==> config.mk <==
export PLATFORM = sky130hd
export DESIGN_NAME = sabc_top
export DESIGN_NICKNAME = d
export VERILOG_FILES = /design/src/sabc_pkg.sv /design/src/sabc_top.sv
export SDC_FILE = /design/constraint.sdc
export NUM_CORES = 1
export LEC_CHECK = 0
export BUFFER_PORTS_ARGS = -buffer_cell sky130_fd_sc_hd__buf_2
export CAP_MARGIN = 5
export CORE_AREA = 2 2 120 122
export DETAILED_ROUTE_END_ITERATION = 7
export DIE_AREA = 0 0 122 124
export SETUP_SLACK_MARGIN = 0.02
export SKIP_LAST_GASP = 1
export SYNTH_ARGS = -nofsm -noshare
export SYNTH_HDL_FRONTEND = slang
export SYNTH_SLANG_ARGS = --single-unit
==> constraint.sdc <==
create_clock -name clk -period 3.7 [get_ports clk]
set_clock_uncertainty 0.15 [all_clocks]
set_input_delay 0.74 -clock clk [delete_from_list [all_inputs] [get_ports clk]]
set_output_delay 0.74 -clock clk [all_outputs]
set_load 0.02 [all_outputs]
==> src/sabc_pkg.sv <==
// Purpose: Shared constants for the converter bus-control block.
// Assumes: 100 MHz system clock; converter analog core outside this block.
// Notes:   Register map for the APB slave and sequencing figures.
package sabc_pkg;
    localparam int unsigned CLK_MHZ          = 100;
    localparam int unsigned RES_BITS         = 12;
    localparam int unsigned SHORT_BITS       = 8;
    // Approximation clock period per bit test, in ns
    localparam int unsigned BIT_TIME_NS      = 1000;
    localparam int unsigned BIT_CYCLES       = (BIT_TIME_NS * CLK_MHZ) / 1000;
    localparam int unsigned DIV_W            = 8;
    // APB register byte offsets
    localparam logic [7:0]  OFS_CTRL         = 8'h00;
    localparam logic [7:0]  OFS_STATUS       = 8'h04;
    localparam logic [7:0]  OFS_RESULT       = 8'h08;
    localparam logic [7:0]  OFS_IRQ_STAT     = 8'h0C;
    localparam logic [7:0]  OFS_IRQ_MASK     = 8'h10;
    // Control register fields
    localparam int unsigned CTRL_SW_EN_BIT   = 0;
    localparam int unsigned CTRL_SW_BSEL_BIT = 1;
    localparam int unsigned CTRL_SW_WIDE_BIT = 2;
    localparam int unsigned CTRL_SW_GO_BIT   = 3;
    localparam logic [2:0]  CTRL_RESET       = 3'h0;
    // Interrupt status fields
    localparam int unsigned IRQ_DONE_BIT     = 0;
    localparam int unsigned IRQ_IGNORED_BIT  = 1;
    localparam int unsigned IRQ_W            = 2;
    localparam logic [1:0]  IRQ_MASK_RESET   = 2'h0;
    typedef enum logic [1:0] {
        SABC_IDLE   = 2'b00,
        SABC_LOAD   = 2'b01,
        SABC_TEST   = 2'b11,
        SABC_FINISH = 2'b10
    } sabc_state_type;
endpackage

==> src/sabc_top.sv <==
// Purpose: Control and output logic of a 12-bit successive-approximation converter.
// Assumes: Pins arrive asynchronously; comparator result is valid one divider tick
//          after the trial code is driven.
// Notes:   APB gives software an alternative start path and a readout of the state.
// Functional notes
// No pin read or start happens unless chip enable is high and the low-active select is low.
// With both enables active, read/convert high reads and low starts a conversion.
// A start with byte select low runs all twelve bit trials.
// A start with byte select high runs only the top eight bit trials.
// In byte reads, byte select low drives the top eight bits, high the low four.
// Word-width high drives all twelve bits and ignores byte select on reads.
// The low-byte read carries the four low bits on top and four zeros below.
// Each byte read enables only the top eight lines so bytes share an 8-bit bus.
// The busy flag rises at conversion start and falls when the cycle ends.
// A start enables the bit clock, clears the trial code and tests MSB to LSB.
// A running conversion cannot be stopped and its lines stay undriven.
// Start requests during a running conversion are ignored.
// With enables fixed active, a falling read/convert edge starts a conversion.
// The finished result is held until the next accepted start.
//
// The register offsets and the APB slave port were decided locally.
module sabc_top (
    input  wire logic        clk,
    input  wire logic        reset_n,
    input  wire logic        chip_enable,
    input  wire logic        chip_select_n,
    input  wire logic        read_convert,
    input  wire logic        byte_select,
    input  wire logic        word_wide,
    input  wire logic        comparator_high,
    output logic [11:0]      trial_code,
    output logic             bit_clock_en,
    output logic [11:0]      data_out,
    output logic [11:0]      data_oe,
    output logic             conversion_busy_flag,
    output logic             irq,
    input  wire logic        psel,
    input  wire logic        penable,
    input  wire logic        pwrite,
    input  wire logic [7:0]  paddr,
    input  wire logic [31:0] pwdata,
    output logic [31:0]      prdata,
    output logic             pready,
    output logic             pslverr
);

    ////////////////////////////////////////////////////////////////////////////
    // Pin synchronisers
    logic [5:0] sync1_reg;
    logic [5:0] sync2_reg;
    logic [5:0] sync1_next;
    logic [5:0] sync2_next;

    always_comb begin
        sync1_next = {comparator_high, word_wide, byte_select, read_convert,
                      chip_select_n, chip_enable};
        sync2_next = sync1_reg;
    end

    always_ff @(posedge clk or negedge reset_n) begin
        if (!reset_n) begin
            sync1_reg <= 6'h00;
            sync2_reg <= 6'h00;
        end else begin
            sync1_reg <= sync1_next;
            sync2_reg <= sync2_next;
        end
    end

    logic s_ce;
    logic s_cs_n;
    logic s_rc;
    logic s_bsel;
    logic s_wide;
    logic s_cmp;
    assign s_ce   = sync2_reg[0];
    assign s_cs_n = sync2_reg[1];
    assign s_rc   = sync2_reg[2];
    assign s_bsel = sync2_reg[3];
    assign s_wide = sync2_reg[4];
    assign s_cmp  = sync2_reg[5];

    ////////////////////////////////////////////////////////////////////////////
    // Software control
    logic [2:0]  ctrl_reg;
    logic [2:0]  ctrl_next;
    logic [1:0]  irq_stat_reg;
    logic [1:0]  irq_stat_next;
    logic [1:0]  irq_mask_reg;
    logic [1:0]  irq_mask_next;
    logic [31:0] prdata_reg;
    logic [31:0] prdata_next;
    logic        pready_reg;
    logic        pready_next;
    logic        pslverr_reg;
    logic        pslverr_next;
    logic        sw_go;
    logic        done_evt;
    logic        ignore_evt;

    logic sel_en;
    logic sel_bsel;
    logic sel_wide;
    logic pin_enabled;
    logic rc_prev_reg;
    logic rc_prev_next;
    logic pin_start;
    logic pin_read;
    logic start_req;

    // Software takes over the select/format pins when its enable bit is set
    assign sel_en   = ctrl_reg[sabc_pkg::CTRL_SW_EN_BIT];
    assign sel_bsel = sel_en ? ctrl_reg[sabc_pkg::CTRL_SW_BSEL_BIT] : s_bsel;
    assign sel_wide = sel_en ? ctrl_reg[sabc_pkg::CTRL_SW_WIDE_BIT] : s_wide;
    assign pin_enabled = s_ce && !s_cs_n;
    // Start on enabling with read/convert low, or on its fall with enables held
    assign rc_prev_next = pin_enabled ? s_rc : 1'b1;
    assign pin_start = pin_enabled && !s_rc && rc_prev_reg;
    assign pin_read  = pin_enabled && s_rc;
    assign start_req = pin_start || sw_go;

    ////////////////////////////////////////////////////////////////////////////
    // Approximation sequencer
    sabc_pkg::sabc_state_type state_reg;
    sabc_pkg::sabc_state_type state_next;
    logic [11:0]              sar_reg;
    logic [11:0]              sar_next;
    logic [11:0]              mask_reg;
    logic [11:0]              mask_next;
    logic [11:0]              result_reg;
    logic [11:0]              result_next;
    logic                     short_reg;
    logic                     short_next;
    logic [sabc_pkg::DIV_W-1:0] div_reg;
    logic [sabc_pkg::DIV_W-1:0] div_next;
    logic                     tick;
    logic                     busy_reg;
    logic                     busy_next;
    logic                     clk_en_reg;
    logic                     clk_en_next;

    localparam logic [sabc_pkg::DIV_W-1:0] DIV_LAST =
        sabc_pkg::DIV_W'(sabc_pkg::BIT_CYCLES - 1);
    localparam logic [11:0] SHORT_LAST_MASK =
        12'h001 << (sabc_pkg::RES_BITS - sabc_pkg::SHORT_BITS);

    assign tick = (div_reg == DIV_LAST);

    always_comb begin
        state_next  = state_reg;
        sar_next    = sar_reg;
        mask_next   = mask_reg;
        result_next = result_reg;
        short_next  = short_reg;
        busy_next   = busy_reg;
        clk_en_next = clk_en_reg;
        div_next    = clk_en_reg ? (tick ? '0 : div_reg + 1'b1) : '0;
        done_evt    = 1'b0;
        ignore_evt  = 1'b0;
        case (state_reg)
            sabc_pkg::SABC_IDLE: begin
                if (start_req) begin
                    short_next  = sel_bsel;
                    busy_next   = 1'b1;
                    clk_en_next = 1'b1;
                    state_next  = sabc_pkg::SABC_LOAD;
                end
            end
            sabc_pkg::SABC_LOAD: begin
                sar_next   = 12'h800;
                mask_next  = 12'h800;
                state_next = sabc_pkg::SABC_TEST;
            end
            sabc_pkg::SABC_TEST: begin
                ignore_evt = start_req;
                if (tick) begin
                    // Keep the trial bit unless the sum overshot the input
                    if (s_cmp) begin
                        sar_next = sar_reg & ~mask_reg;
                    end
                    if ((mask_reg == 12'h001) ||
                        (short_reg && mask_reg == SHORT_LAST_MASK)) begin
                        state_next = sabc_pkg::SABC_FINISH;
                    end else begin
                        mask_next = mask_reg >> 1;
                        sar_next  = (s_cmp ? (sar_reg & ~mask_reg) : sar_reg)
                                    | (mask_reg >> 1);
                    end
                end
            end
            sabc_pkg::SABC_FINISH: begin
                ignore_evt  = start_req;
                result_next = sar_reg;
                busy_next   = 1'b0;
                clk_en_next = 1'b0;
                done_evt    = 1'b1;
                state_next  = sabc_pkg::SABC_IDLE;
            end
            default: begin
                state_next = sabc_pkg::SABC_IDLE;
            end
        endcase
    end

    always_ff @(posedge clk or negedge reset_n) begin
        if (!reset_n) begin
            state_reg   <= sabc_pkg::SABC_IDLE;
            sar_reg     <= 12'h000;
            mask_reg    <= 12'h000;
            result_reg  <= 12'h000;
            short_reg   <= 1'b0;
            div_reg     <= '0;
            busy_reg    <= 1'b0;
            clk_en_reg  <= 1'b0;
            rc_prev_reg <= 1'b1;
        end else begin
            state_reg   <= state_next;
            sar_reg     <= sar_next;
            mask_reg    <= mask_next;
            result_reg  <= result_next;
            short_reg   <= short_next;
            div_reg     <= div_next;
            busy_reg    <= busy_next;
            clk_en_reg  <= clk_en_next;
            rc_prev_reg <= rc_prev_next;
        end
    end

    ////////////////////////////////////////////////////////////////////////////
    // Output lines
    logic [11:0] dout_reg;
    logic [11:0] dout_next;
    logic [11:0] doe_reg;
    logic [11:0] doe_next;

    always_comb begin
        dout_next = 12'h000;
        doe_next  = 12'h000;
        if (pin_read && !busy_reg) begin
            if (sel_wide) begin
                dout_next = result_reg;
                doe_next  = 12'hFFF;
            end else if (!sel_bsel) begin
                dout_next[11:4] = result_reg[11:4];
                doe_next[11:4]  = 8'hFF;
            end else begin
                dout_next[11:4] = {result_reg[3:0], 4'h0};
                doe_next[11:4]  = 8'hFF;
            end
        end
    end

    always_ff @(posedge clk or negedge reset_n) begin
        if (!reset_n) begin
            dout_reg <= 12'h000;
            doe_reg  <= 12'h000;
        end else begin
            dout_reg <= dout_next;
            doe_reg  <= doe_next;
        end
    end

    ////////////////////////////////////////////////////////////////////////////
    // APB slave, zero wait states
    logic       wr_acc;
    logic       rd_acc;
    logic       irq_reg;
    logic       irq_next;
    logic [1:0] evt_vec;

    assign wr_acc  = psel && penable && pwrite;
    assign rd_acc  = psel && !penable && !pwrite;
    assign evt_vec = {ignore_evt, done_evt};
    assign sw_go   = wr_acc && (paddr == sabc_pkg::OFS_CTRL)
                     && pwdata[sabc_pkg::CTRL_SW_GO_BIT];

    always_comb begin
        ctrl_next     = ctrl_reg;
        irq_mask_next = irq_mask_reg;
        irq_stat_next = irq_stat_reg;
        prdata_next   = prdata_reg;
        pslverr_next  = 1'b0;
        pready_next   = psel && !penable;
        if (wr_acc) begin
            case (paddr)
                sabc_pkg::OFS_CTRL:     ctrl_next     = pwdata[2:0];
                sabc_pkg::OFS_IRQ_STAT: irq_stat_next = irq_stat_reg & ~pwdata[1:0];
                sabc_pkg::OFS_IRQ_MASK: irq_mask_next = pwdata[1:0];
                default:                pslverr_next  = 1'b0;
            endcase
        end
        // Set beats clear when an event lands on the clearing write
        irq_stat_next = irq_stat_next | evt_vec;
        if (rd_acc) begin
            case (paddr)
                sabc_pkg::OFS_CTRL:     prdata_next = {29'h0, ctrl_reg};
                sabc_pkg::OFS_STATUS:   prdata_next = {30'h0, state_reg != sabc_pkg::SABC_IDLE,
                                                       busy_reg};
                sabc_pkg::OFS_RESULT:   prdata_next = {20'h0, result_reg};
                sabc_pkg::OFS_IRQ_STAT: prdata_next = {30'h0, irq_stat_reg};
                sabc_pkg::OFS_IRQ_MASK: prdata_next = {30'h0, irq_mask_reg};
                default:                prdata_next = 32'h0000_0000;
            endcase
        end
        if (psel && !penable) begin
            pslverr_next = !(paddr == sabc_pkg::OFS_CTRL || paddr == sabc_pkg::OFS_STATUS ||
                             paddr == sabc_pkg::OFS_RESULT ||
                             paddr == sabc_pkg::OFS_IRQ_STAT ||
                             paddr == sabc_pkg::OFS_IRQ_MASK);
        end
        irq_next = |(irq_stat_next & irq_mask_next);
    end

    always_ff @(posedge clk or negedge reset_n) begin
        if (!reset_n) begin
            ctrl_reg     <= sabc_pkg::CTRL_RESET;
            irq_stat_reg <= 2'h0;
            irq_mask_reg <= sabc_pkg::IRQ_MASK_RESET;
            prdata_reg   <= 32'h0000_0000;
            pready_reg   <= 1'b0;
            pslverr_reg  <= 1'b0;
            irq_reg      <= 1'b0;
        end else begin
            ctrl_reg     <= ctrl_next;
            irq_stat_reg <= irq_stat_next;
            irq_mask_reg <= irq_mask_next;
            prdata_reg   <= prdata_next;
            pready_reg   <= pready_next;
            pslverr_reg  <= pslverr_next;
            irq_reg      <= irq_next;
        end
    end

    assign trial_code           = sar_reg;
    assign bit_clock_en         = clk_en_reg;
    assign data_out             = dout_reg;
    assign data_oe              = doe_reg;
    assign conversion_busy_flag = busy_reg;
    assign irq                  = irq_reg;
    assign prdata               = prdata_reg;
    assign pready               = pready_reg;
    assign pslverr              = pslverr_reg;
endmodule

---- After elaboration in Yosys (flattened, before gate mapping) ----
Cells that the tools add are included.
word-level totals
  register bits ........................... 127
  output and inout port bits .............. 73
  input port bits ......................... 51
  word-level logic and storage cells ...... 110
operators by class
  eq/ne operators ......................... 14
  bitwise operators ....................... 7
  reduce and logical (&&, ||, !) cells .... 37
  mux-type cells .......................... 32
  add/subtract/negate cells ............... 1
operators with widths
  cell                                                               count
  12-bit 2-to-1 mux                                                  7
  12-bit case mux with 5 select lines                                1
  12-bit case mux with 2 select lines                                2
  8-bit 2-to-1 mux                                                   4
  8-bit by 4-bit == test with 1-bit output (second input constant)   2
  2-bit 2-to-1 mux                                                   7
  12-bit bitwise AND                                                 1
  12-bit by 1-bit == test with 1-bit output (second input constant)  1
  12-bit by 5-bit == test with 1-bit output (second input constant)  1
  1-bit logical AND                                                  12
  12-bit inverter                                                    1
  12-bit by 11-bit bitwise OR with 12-bit output                     1
  8-bit by 1-bit adder with 8-bit output (second input constant)     1
  8-bit by 3-bit == test with 1-bit output (second input constant)   1
  8-bit by 5-bit == test with 1-bit output (second input constant)   1
  8-bit by 7-bit == test with 1-bit output (second input constant)   1
  8-bit zero test                                                    1
  4-bit 2-to-1 mux                                                   2
  2-bit != test (second input constant)                              4
  2-bit case mux with 4 select lines                                 1
  2-bit AND reduction                                                4
  1-bit 2-to-1 mux                                                   7
  1-bit zero test                                                    6
  1-bit logical OR                                                   6
  10 further kinds                                                   16

---- Logic depth before layout (Yosys ltp) ----
Gate-level depths: netlist (run 1).
  word-level depth ........................ 9
  mapped depth ............................ 8
  gate-level depth less buffers ........... 6

---- Least setup slack after synthesis (run 1) ----
OpenSTA, ideal clock, no wires.
  path kind ............................... input port to flip-flop
  start ................................... in paddr[5]
  end ..................................... reg short_reg
  stages .................................. 5
  path buffers ............................ 0
  arrival time ............................ 2.348 ns
  setup slack ............................. 1.077 ns
  library setup time ...................... 0.125 ns
  required time ........................... 3.425 ns
  cell sequence ........................... or4_4 -> or4b_4 -> o22ai_4 -> nand2_2 -> mux2_4
on the way
  word-level cells in the longest chain between the ends .. 5
ends and longest elaborated chain
  item                                  RTL line         RTL
  from (decl)                           sabc_top.sv:40   input wire logic [7:0] paddr,
  8-bit zero test                       sabc_top.sv:274  assign sw_go = wr_acc && (paddr == sabc_pkg::OFS_CTRL)
  1-bit logical AND                     sabc_top.sv:274
  1-bit logical AND                     sabc_top.sv:275  && pwdata[sabc_pkg::CTRL_SW_GO_BIT];
  1-bit logical OR                      sabc_top.sv:120  assign start_req = pin_start || sw_go;
  2-bit AND reduction (no source line)  --
  to (signal assigned)                  sabc_top.sv:221  short_reg <= short_next;
  to (decl)                             sabc_top.sv:132  logic short_reg;
Every way passes these cells.
A chain may end at the register's enable or synchronous reset.

---- Worst setup path after layout (run 1) ----
  start ................................... reg div_reg[0] (netlist bit)
  end ..................................... reg mask_reg[3]
on the way
  word-level cells in the longest chain between the ends .. 3
ends and longest elaborated chain
  item                                      RTL line         RTL
  from (decl)                               sabc_top.sv:134  logic [sabc_pkg::DIV_W-1:0] div_reg;
  from (signal assigned)                    sabc_top.sv:222  div_reg <= div_next;
  8-bit by 7-bit == test with 1-bit output  sabc_top.sv:147  assign tick = (div_reg == DIV_LAST);
  2-bit != test (no source line)            --
  3-bit AND reduction (no source line)      --
  to (signal assigned)                      sabc_top.sv:219  mask_reg <= mask_next;
  to (decl)                                 sabc_top.sv:128  logic [11:0] mask_reg;
Every way passes these cells.

==> results of run 1 <==
-- power breakdown --
part,switching (mW),total (mW),internal [mW]
Clock,0.405,0.956,0.552
Sequential,0.00343,1.07,1.07
Combinational,0.0605,0.0804,0.0200
-- final timing paths --
check / start / endpoint / slack, ns / cells past startpoint
setup reg to reg: div_reg[0] / mask_reg[3] / 1.10 / 6
setup / recovery: div_reg[0] / mask_reg[3] / 1.10 / 6
hold reg to reg: sync1_reg[4] / sync2_reg[4] / 0.19 / 0
max in group asynchronous: reset_n / trial_code[5] / 2.34 / 2
hold / removal: sync1_reg[4] / sync2_reg[4] / 0.19 / 0
min in group asynchronous: reset_n / prdata[2] / 0.29 / 1
-- cells in the mapped netlist (3+ instances only) --
library cell,number
and3_1,5
buf_4,31
a22oi_1,3
nor4_1,5
mux2i_1,7
o21ai_0,7
a32o_1,9
dfrtp_1,96
inv_1,12
nor2_1,24
mux2_2,19
and2_1,4
nand2_1,27
xnor2_1,3
a22o_1,19
xor2_1,3
clkbuf_1,7
o2bb2ai_1,3
nand3_1,7
-- metrics by stage --
stage | instance area, µm² | setup WS, ns
4_1_cts | 4810 | 1.08
2_1_floorplan | 4160 | 1.08
6_report | 4810 | 1.10
3_3_place_gp | 4500 | 0.859
5_1_grt | 4810 | 0.832
3_5_place_dp | 4500 | 0.854
-- logic make-up after synthesis --
logic type               synth area share, %
flip-flops                              59.4
AND/OR/NAND/NOR                         12.0
buffers and inverters                   8.33
AO/OA/AOI/OAI                           11.3
multiplexers                            7.32
XOR/XNOR                                1.29
adder cells (fa/ha/maj)                0.306
other                                 0.0918
-- metal layers --
layer  vias up  part of all wire (%)
met2        73                    48
met4         0                   1.8
li1       1266                     -
met1      1298                    45
met5         -                     0
met3        12                   5.3
-- area by class of cell --
type	count	area, µm²	area share [%]
sequential	97	2430	50.5
multi-input combinational	200	1390	28.9
timing repair buffer	79	408	8.47
clock buffer	10	239	4.96
tap	180	225	4.68
clock inverter	6	75.1	1.56
inverter	13	48.8	1.01
==> results.cfg, run 1 <==
[global_route]
grt_max_degree = 58
grt_util_met1_pct = 14.2
top_usage_layer = met2
antenna_found_initial = 0
gr-usage-met2_pct = 18.5
grt.total_usage_pct = 11.3
grt_pass1_vias = 2597
grt_overflow_total = 0
grt_pass1_wl_um = 13200
grt_util_met3_pct = 3.16

[run]
maxCapViolCount = 0

[cts]
numCtsBuffers = 9
ctsHtreeMaxLevel = 3
clk_latency_ns = 0.34
postCtsSetupBuffers = 0
clk_pin_slew_worst_paths_ns = 0.07
cts_resized = 0
clkSinkCount = 97
root_buffer = clkbuf_16
cts_buffer_depth = 2
ctsHoldBuffers = 0
cts_tree = yes

[timing]
setup_tns_ns = 0
hold_viol_final = 0
grt_setup_unrepaired = no
slew_headroom_pct = 52.9
slew_violations = 0
fmax_mhz = 384
hold_ws_ns = 0.195
period_share_pct = 70.3
setup_viol = 0
tightest_slew_ns = 0.707
min_period_ns = 2.60

[die]
die_h_um = 124
dieArea_mm2 = 0.0151
ioPinCount = 124
dieWidth_um = 122
initial_core_util_pct = 29.8
fp.coreArea_mm2 = 0.0137
fp-row-count = 43

[yosys]
synth_top_area_share_pct = 58.8
synth_seq_cells = 97
synth_ff_type = dfrtp_1
synth_area_leaders = dfrtp_1 59%, buf_4 5.7%, mux2_2 5.2%
async_reset_ff_share_pct = 100
syn-cell-area_mm2 = 0.00409
synth_seq_area_share_pct = 59.4
ys_types = 53
yosys_warnings = 0
synth.avg_cell_area_um2 = 12.3
synth.largest_area_cell = dfrtp_1
synth_edf_count = 0
syn_inst = 333

[power]
powerDensity_mw_per_mm2 = 438
total_power_mw = 2.11
peakVddDrop_mv = 0.203
p_leak_nw = 2.46

[place]
place_congestion = 0.835
dp.cells = 569
io_buffers = 75
dp_hpwl_um = 5820

[final_layout]
final_common_cell = dfrtp_1
fin_util_pct = 35.1
syn2layout_area_growth_pct = 17.8
n_antenna_cell = 0
final_cells = 585
drive_gt1_share_pct = 31.4
fill_cells = 1374
fin_nets = 452
final_cell_mix = 96 x dfrtp_1, 74 x buf_2, 27 x nand2_1

[routing]
drt_first_pass_iters = 4
drt_iter0_markers = 127
wl_per_cell_um = 13.5
drc = 0
via_per_inst = 4.53
ant_nets = 0
wirelength_um = 7880
num_vias = 2649

[critical_path]
critPathTopFamily = simple AND/OR/NAND/NOR gates
crit_fanout = 18
cp_slowest_stage_delay_ns = 0.59
crit_buf_inv = 0
worstPathRequired_ns = 3.81
crit_arrival_ns = 2.71
slowest_stage = nor3_4
endpoint_kind = flop
setup.worst_path.start_class = flop
crit_chain = ha_1, or3b_2, or2_1, nor3_4, nand3b_1, o21ai_0
path_class = flop to flop

[status]
outcome = finished, final reports clean

[worst_hold_path]
min_path_type = flop to flop
(Power assumes the default switching activity.)
==> run 2: changes to the inputs <==
==> constraint.sdc (replaced) <==
create_clock -name clk -period 2.2 [get_ports clk]
set_clock_uncertainty 0.15 [all_clocks]
set_input_delay 0.44 -clock clk [delete_from_list [all_inputs] [get_ports clk]]
set_output_delay 0.44 -clock clk [all_outputs]
set_load 0.02 [all_outputs]
==> run 2 against run 1 <==
  * Core utilization rose by 1.1 points
  * Global-route usage fell by 0.20 points
  * Largest power group unchanged
  * Sequential share of layout area fell by 1.6 points
  * Worst setup slack got worse by 1.0 ns
  * Sequential cell count did not move
  * Design area rose by 3.2%
  * Wire length rose by 1.9%
  * Worst hold slack got worse by 0.14 ns
  * Critical path type is now input port to flop
  * Sequential power rose by 68%
==> results.cfg, run 2 (synthesized netlist as in run 1, its figures left out) <==
[cts]
clk_pin_slew_worst_paths_ns = 0.07
clk_latency_ns = 0.34
cts_buffer_depth = 2
ctsHtreeMaxLevel = 3
cts_tree = yes
root_buffer = clkbuf_16
numCtsBuffers = 9
clkSinkCount = 97

[global_route]
grt_overflow_total = 0
antenna_found_initial = 0
grt_pass1_vias = 2579
grt.total_usage_pct = 11.1
grt_pass1_wl_um = 13100
grt_max_degree = 53

[power]
swShare_pct = 23.6
powerDensity_mw_per_mm2 = 693
p_int_mw = 2.63
pwr-share-seq_pct = 52.4
power.switching_mw = 0.813
peakVddDrop_mv = 0.363
combPwrFrac_pct = 4.3
total_power_mw = 3.45
clockPowerShare_pct = 43.3
p_leak_nw = 2.54

[run]
maxCapViolCount = 0

[routing]
wirelength_um = 8030
ant_nets = 0
drt_first_pass_iters = 4
num_vias = 2703
wl_per_cell_um = 13.3
via_per_inst = 4.49
drt_iter0_markers = 120
drc = 0

[critical_path]
path_class = input port to flop
crit_arrival_ns = 2.19
crit_chain = buf_2, or4_4, or4b_4, o22ai_4, nand2_2, mux2_4
worstPathRequired_ns = 2.27
crit_fanout = 3
endpoint_kind = flop
cp_slowest_stage_delay_ns = 0.58
setup.worst_path.start_class = input port
slowest_stage = or4b_4

[die]
die_h_um = 124
ioPinCount = 124
dieArea_mm2 = 0.0151
dieWidth_um = 122
fp.coreArea_mm2 = 0.0137
fp-row-count = 43
initial_core_util_pct = 29.8

[worst_hold_path]
min_path_type = input port to flop

[place]
dp.cells = 585
place_congestion = 0.823
dp_hpwl_um = 5960
io_buffers = 75
placedInstanceArea_mm2 = 0.00466

[timing]
period_share_pct = 96.5
grt_setup_unrepaired = yes
hold_viol_final = 0
min_period_ns = 2.12
setup_viol = 0
fmax_mhz = 471
slew_violations = 0
hold_ws_ns = 0.0551

[status]
outcome = finished, final reports clean

[final_layout]
n_antenna_cell = 0
fin_nets = 469
fill_cells = 1339
final_cell_mix = 96 x dfrtp_1, 74 x buf_2, 26 x nand2_1
final_cells = 602
drive_gt1_share_pct = 35.1
final_area_mm2 = 0.00497
final_common_cell = dfrtp_1
syn2layout_area_growth_pct = 21.6
run 2: cell type report:
type	count	area [µm²]	area share (%)
tap	180	225	4.53
multi-input combinational	200	1410	28.3
inverter	13	48.8	0.982
clock buffer	9	225	4.53
clock inverter	7	61.3	1.23
sequential	97	2430	48.9
timing repair buffer	96	576	11.6
run 2: worst max-delay path, delay by kind of cell:
kind | cells | cell delay, ns
muxes | 1 | 0.30
buffers and inverters | 1 | 0.10
AOI/OAI and AO/OA | 1 | 0.15
and+or+nand+nor | 3 | 1.20
run 2: repair_timing:
action / in CTS / in global routing
setup endpoints to repair: 0 / 12
endpoints found under the hold margin: 25 / 0
setup buffers: 0 / 0
hold buffers: 1 / 0
gates resized for setup: 0 / 5
run 2: path summary, 6_finish.rpt:
kind | startpoint | cells past startpoint | to | slack [ns]
worst max-delay path | paddr[5] | 6 | short_reg | 0.08
worst min-delay path | read_convert | 1 | sync1_reg[2] | 0.06
worst max register to register | div_reg[0] | 6 | trial_code[9] | 0.10
worst min register to register | sync1_reg[3] | 0 | sync2_reg[3] | 0.20
max in group asynchronous | reset_n | 3 | ctrl_reg[2] | 0.91
min in group asynchronous | reset_n | 2 | prdata[3] | 0.41
run 2: metrics by stage:
step	worst slack, ns	util, %	setup TNS (ns)
global route	-0.000469	36.2	-0.000469
floorplan	-0.118	-	-0.118
finish	0.0760	36.2	0
detailed placement	-0.264	34.0	-1.31
global placement	-0.252	34.0	-1.10
CTS	0.0376	36.1	0
run 2: power groups by stage:
stage               Clock, mW  Sequential (mW)  Combinational [mW]
finish                   1.49             1.80               0.148
global placement            0             1.84               0.147
detailed placement          0             1.84               0.149
floorplan                   0             1.84              0.0953
CTS                      1.53             1.80               0.151
global route             1.63             1.80               0.167
run 2: per-layer routing:
metal	GRT usage [%]	share of wire, %	vias up	wire length (µm)
met5	0	0	-	0
met4	4.89	2.0	0	161
met3	2.61	5.2	11	414
met2	17.9	47	78	3740
met1	14.2	46	1323	3710
li1	-	-	1291	-
==> run 3: changes to the inputs <==
--- a/config.mk
+++ b/config.mk
@@ -5,7 +5,7 @@
 export SDC_FILE = /design/constraint.sdc
 export NUM_CORES = 1
 export LEC_CHECK = 0
-export BUFFER_PORTS_ARGS = -buffer_cell sky130_fd_sc_hd__buf_2
+export BUFFER_PORTS_ARGS = -buffer_cell sky130_fd_sc_hd__buf_4
 export CAP_MARGIN = 5
 export CORE_AREA = 2 2 120 122
 export DETAILED_ROUTE_END_ITERATION = 7
==> run 3 against run 2 <==
  * Largest cell class unchanged
  * Via count increased by 2.0%
  * Combinational power increased by 7%
  * Wire length increased by 0.80%
  * Sequential share of layout area decreased by 1.8 points
  * Clock power about the same
  * Sequential power about the same
  * Largest power group unchanged
  * Maximum frequency about the same
==> results.cfg, run 3 (synthesized netlist as in run 1, its figures left out) <==
[final_layout]
drive_gt1_share_pct = 35.4
final_cells = 604
fin_nets = 471
final_cell_mix = 96 x dfrtp_1, 94 x buf_4, 26 x nand2_1
multi_input_area_mm2 = 0.00141
syn2layout_area_growth_pct = 26.3
fill_cells = 1339
final_common_cell = dfrtp_1
n_antenna_cell = 0
final_area_mm2 = 0.00516
seq_area_mm2 = 0.00243

[critical_path]
path_depth = 6
rr_startpoint = div_reg[0]
crit_fanout = 3
setup.worst_path.start_class = input port
crit_arrival_ns = 2.20
slowest_stage = or4b_4
ff2ff_path_depth = 7
endpoint_kind = flop
crit_buf_inv = 1
cp_slowest_stage_delay_ns = 0.58
path_class = input port to flop
worstPathRequired_ns = 2.28
timing.rr.end = mask_reg[1]
critPathTopFamily = simple AND/OR/NAND/NOR gates
crit_chain = buf_4, or4_4, or4b_4, o22ai_4, nand2_2, mux2_4
r2r_slack_ns = 0.12

[global_route]
grt_util_met1_pct = 14.7
grt_pass1_wl_um = 13300
grt_overflow_total = 0
grt_max_degree = 38
top_usage_layer = met2
gr-usage-met2_pct = 17.4
grt_util_met3_pct = 3.34
grt_pass1_vias = 2625
grt.total_usage_pct = 11.4
antenna_found_initial = 0

[timing]
min_period_ns = 2.12
grt_setup_unrepaired = yes
slew_violations = 0
period_share_pct = 96.5
hold_viol_final = 0
setup_tns_ns = 0
setup_viol = 0
fmax_mhz = 471
setup_ws_ns = 0.0761

[die]
fp-row-count = 43
ioPinCount = 124
die_h_um = 124
fp.coreArea_mm2 = 0.0137
initial_core_util_pct = 29.8
dieArea_mm2 = 0.0151
dieWidth_um = 122

[routing]
wirelength_um = 8100
via_per_inst = 4.56
drt_iter0_markers = 142
wl_per_cell_um = 13.4
drc = 0
ant_nets = 0
num_vias = 2757
drt_first_pass_iters = 4

[cts]
clkSinkCount = 97
numCtsBuffers = 9
clk_pin_slew_worst_paths_ns = 0.07
root_buffer = clkbuf_16
ctsHtreeMaxLevel = 3
cts_buffer_depth = 2
cts_tree = yes
clk_latency_ns = 0.34

[worst_hold_path]
hold_depth = 1
min_from = comparator_high
min_path_type = input port to flop
holdPathEnd = sync1_reg[5]

[status]
outcome = finished, final reports clean

[place]
pre_cts_slack_ns = -0.272
dp.cells = 585
dp_hpwl_um = 5990
io_buffers = 75
placedInstanceArea_mm2 = 0.00483
place_congestion = 0.804

[power]
peakVddDrop_mv = 0.306
total_power_mw = 3.43
p_leak_nw = 2.56
powerDensity_mw_per_mm2 = 665

[run]
maxCapViolCount = 0
-- run 3: cell type report --
class	count	share of cell area, %
clock buffers	10	4.44
clock inverters	6	1.02
inverters	13	0.945
multi-input cells	200	27.3
flip-flops and latches	97	47.1
well taps	180	4.36
repair buffers	98	14.9
-- run 3: what timing repair did --
| action | CTS | global route |
|---|---|---|
| endpoints found under the setup margin | 1 | 20 |
| gates resized for setup | 1 | 6 |
| endpoints found under the hold margin | 14 | 0 |
| setup buffers | 0 | 2 |
| pin swaps | 0 | 0 |
| hold buffers | 1 | 0 |
-- run 3: where the power goes --
part | total (mW) | internal, mW | switching (mW)
Combinational | 0.159 | 0.0545 | 0.104
Clock | 1.47 | 0.782 | 0.689
Sequential | 1.81 | 1.80 | 0.00620
-- run 3: worst max-delay path by stage --
stage | start | endpoint | slack (ns)
detailed placement | paddr[5] | short_reg | -0.27
finish | paddr[5] | short_reg | 0.08
CTS | div_reg[0] | mask_reg[4] | 0.05
global placement | paddr[5] | short_reg | -0.26
global route | div_reg[0] | trial_code[10] | -0.03
floorplan | paddr[5] | short_reg | -0.12
-- run 3: stage by stage --
step	hold slack, ns	util (%)
finish	0.0468	37.6
global route	0.0330	37.6
detailed placement	0.173	35.2
floorplan	-0.00559	-
global placement	0.176	35.2
CTS	0.0343	37.4
-- run 3: worst reg2reg max path, stage by stage, from the launching register on --
cell and delay [ns]:
dfrtp_1 0.39, ha_2 0.23, or3b_4 0.39, or2_4 0.27, buf_4 0.16, nor2_2 0.15
a22oi_1 0.09, o2bb2ai_1 0.17
-- run 3: layer usage --
metal	share of wire, %	wire [µm]	up-vias
li1	-	-	1312
met1	45	3610	1349
met2	47	3780	76
met3	5.8	473	20
met4	2.9	233	0
met5	0	0	-
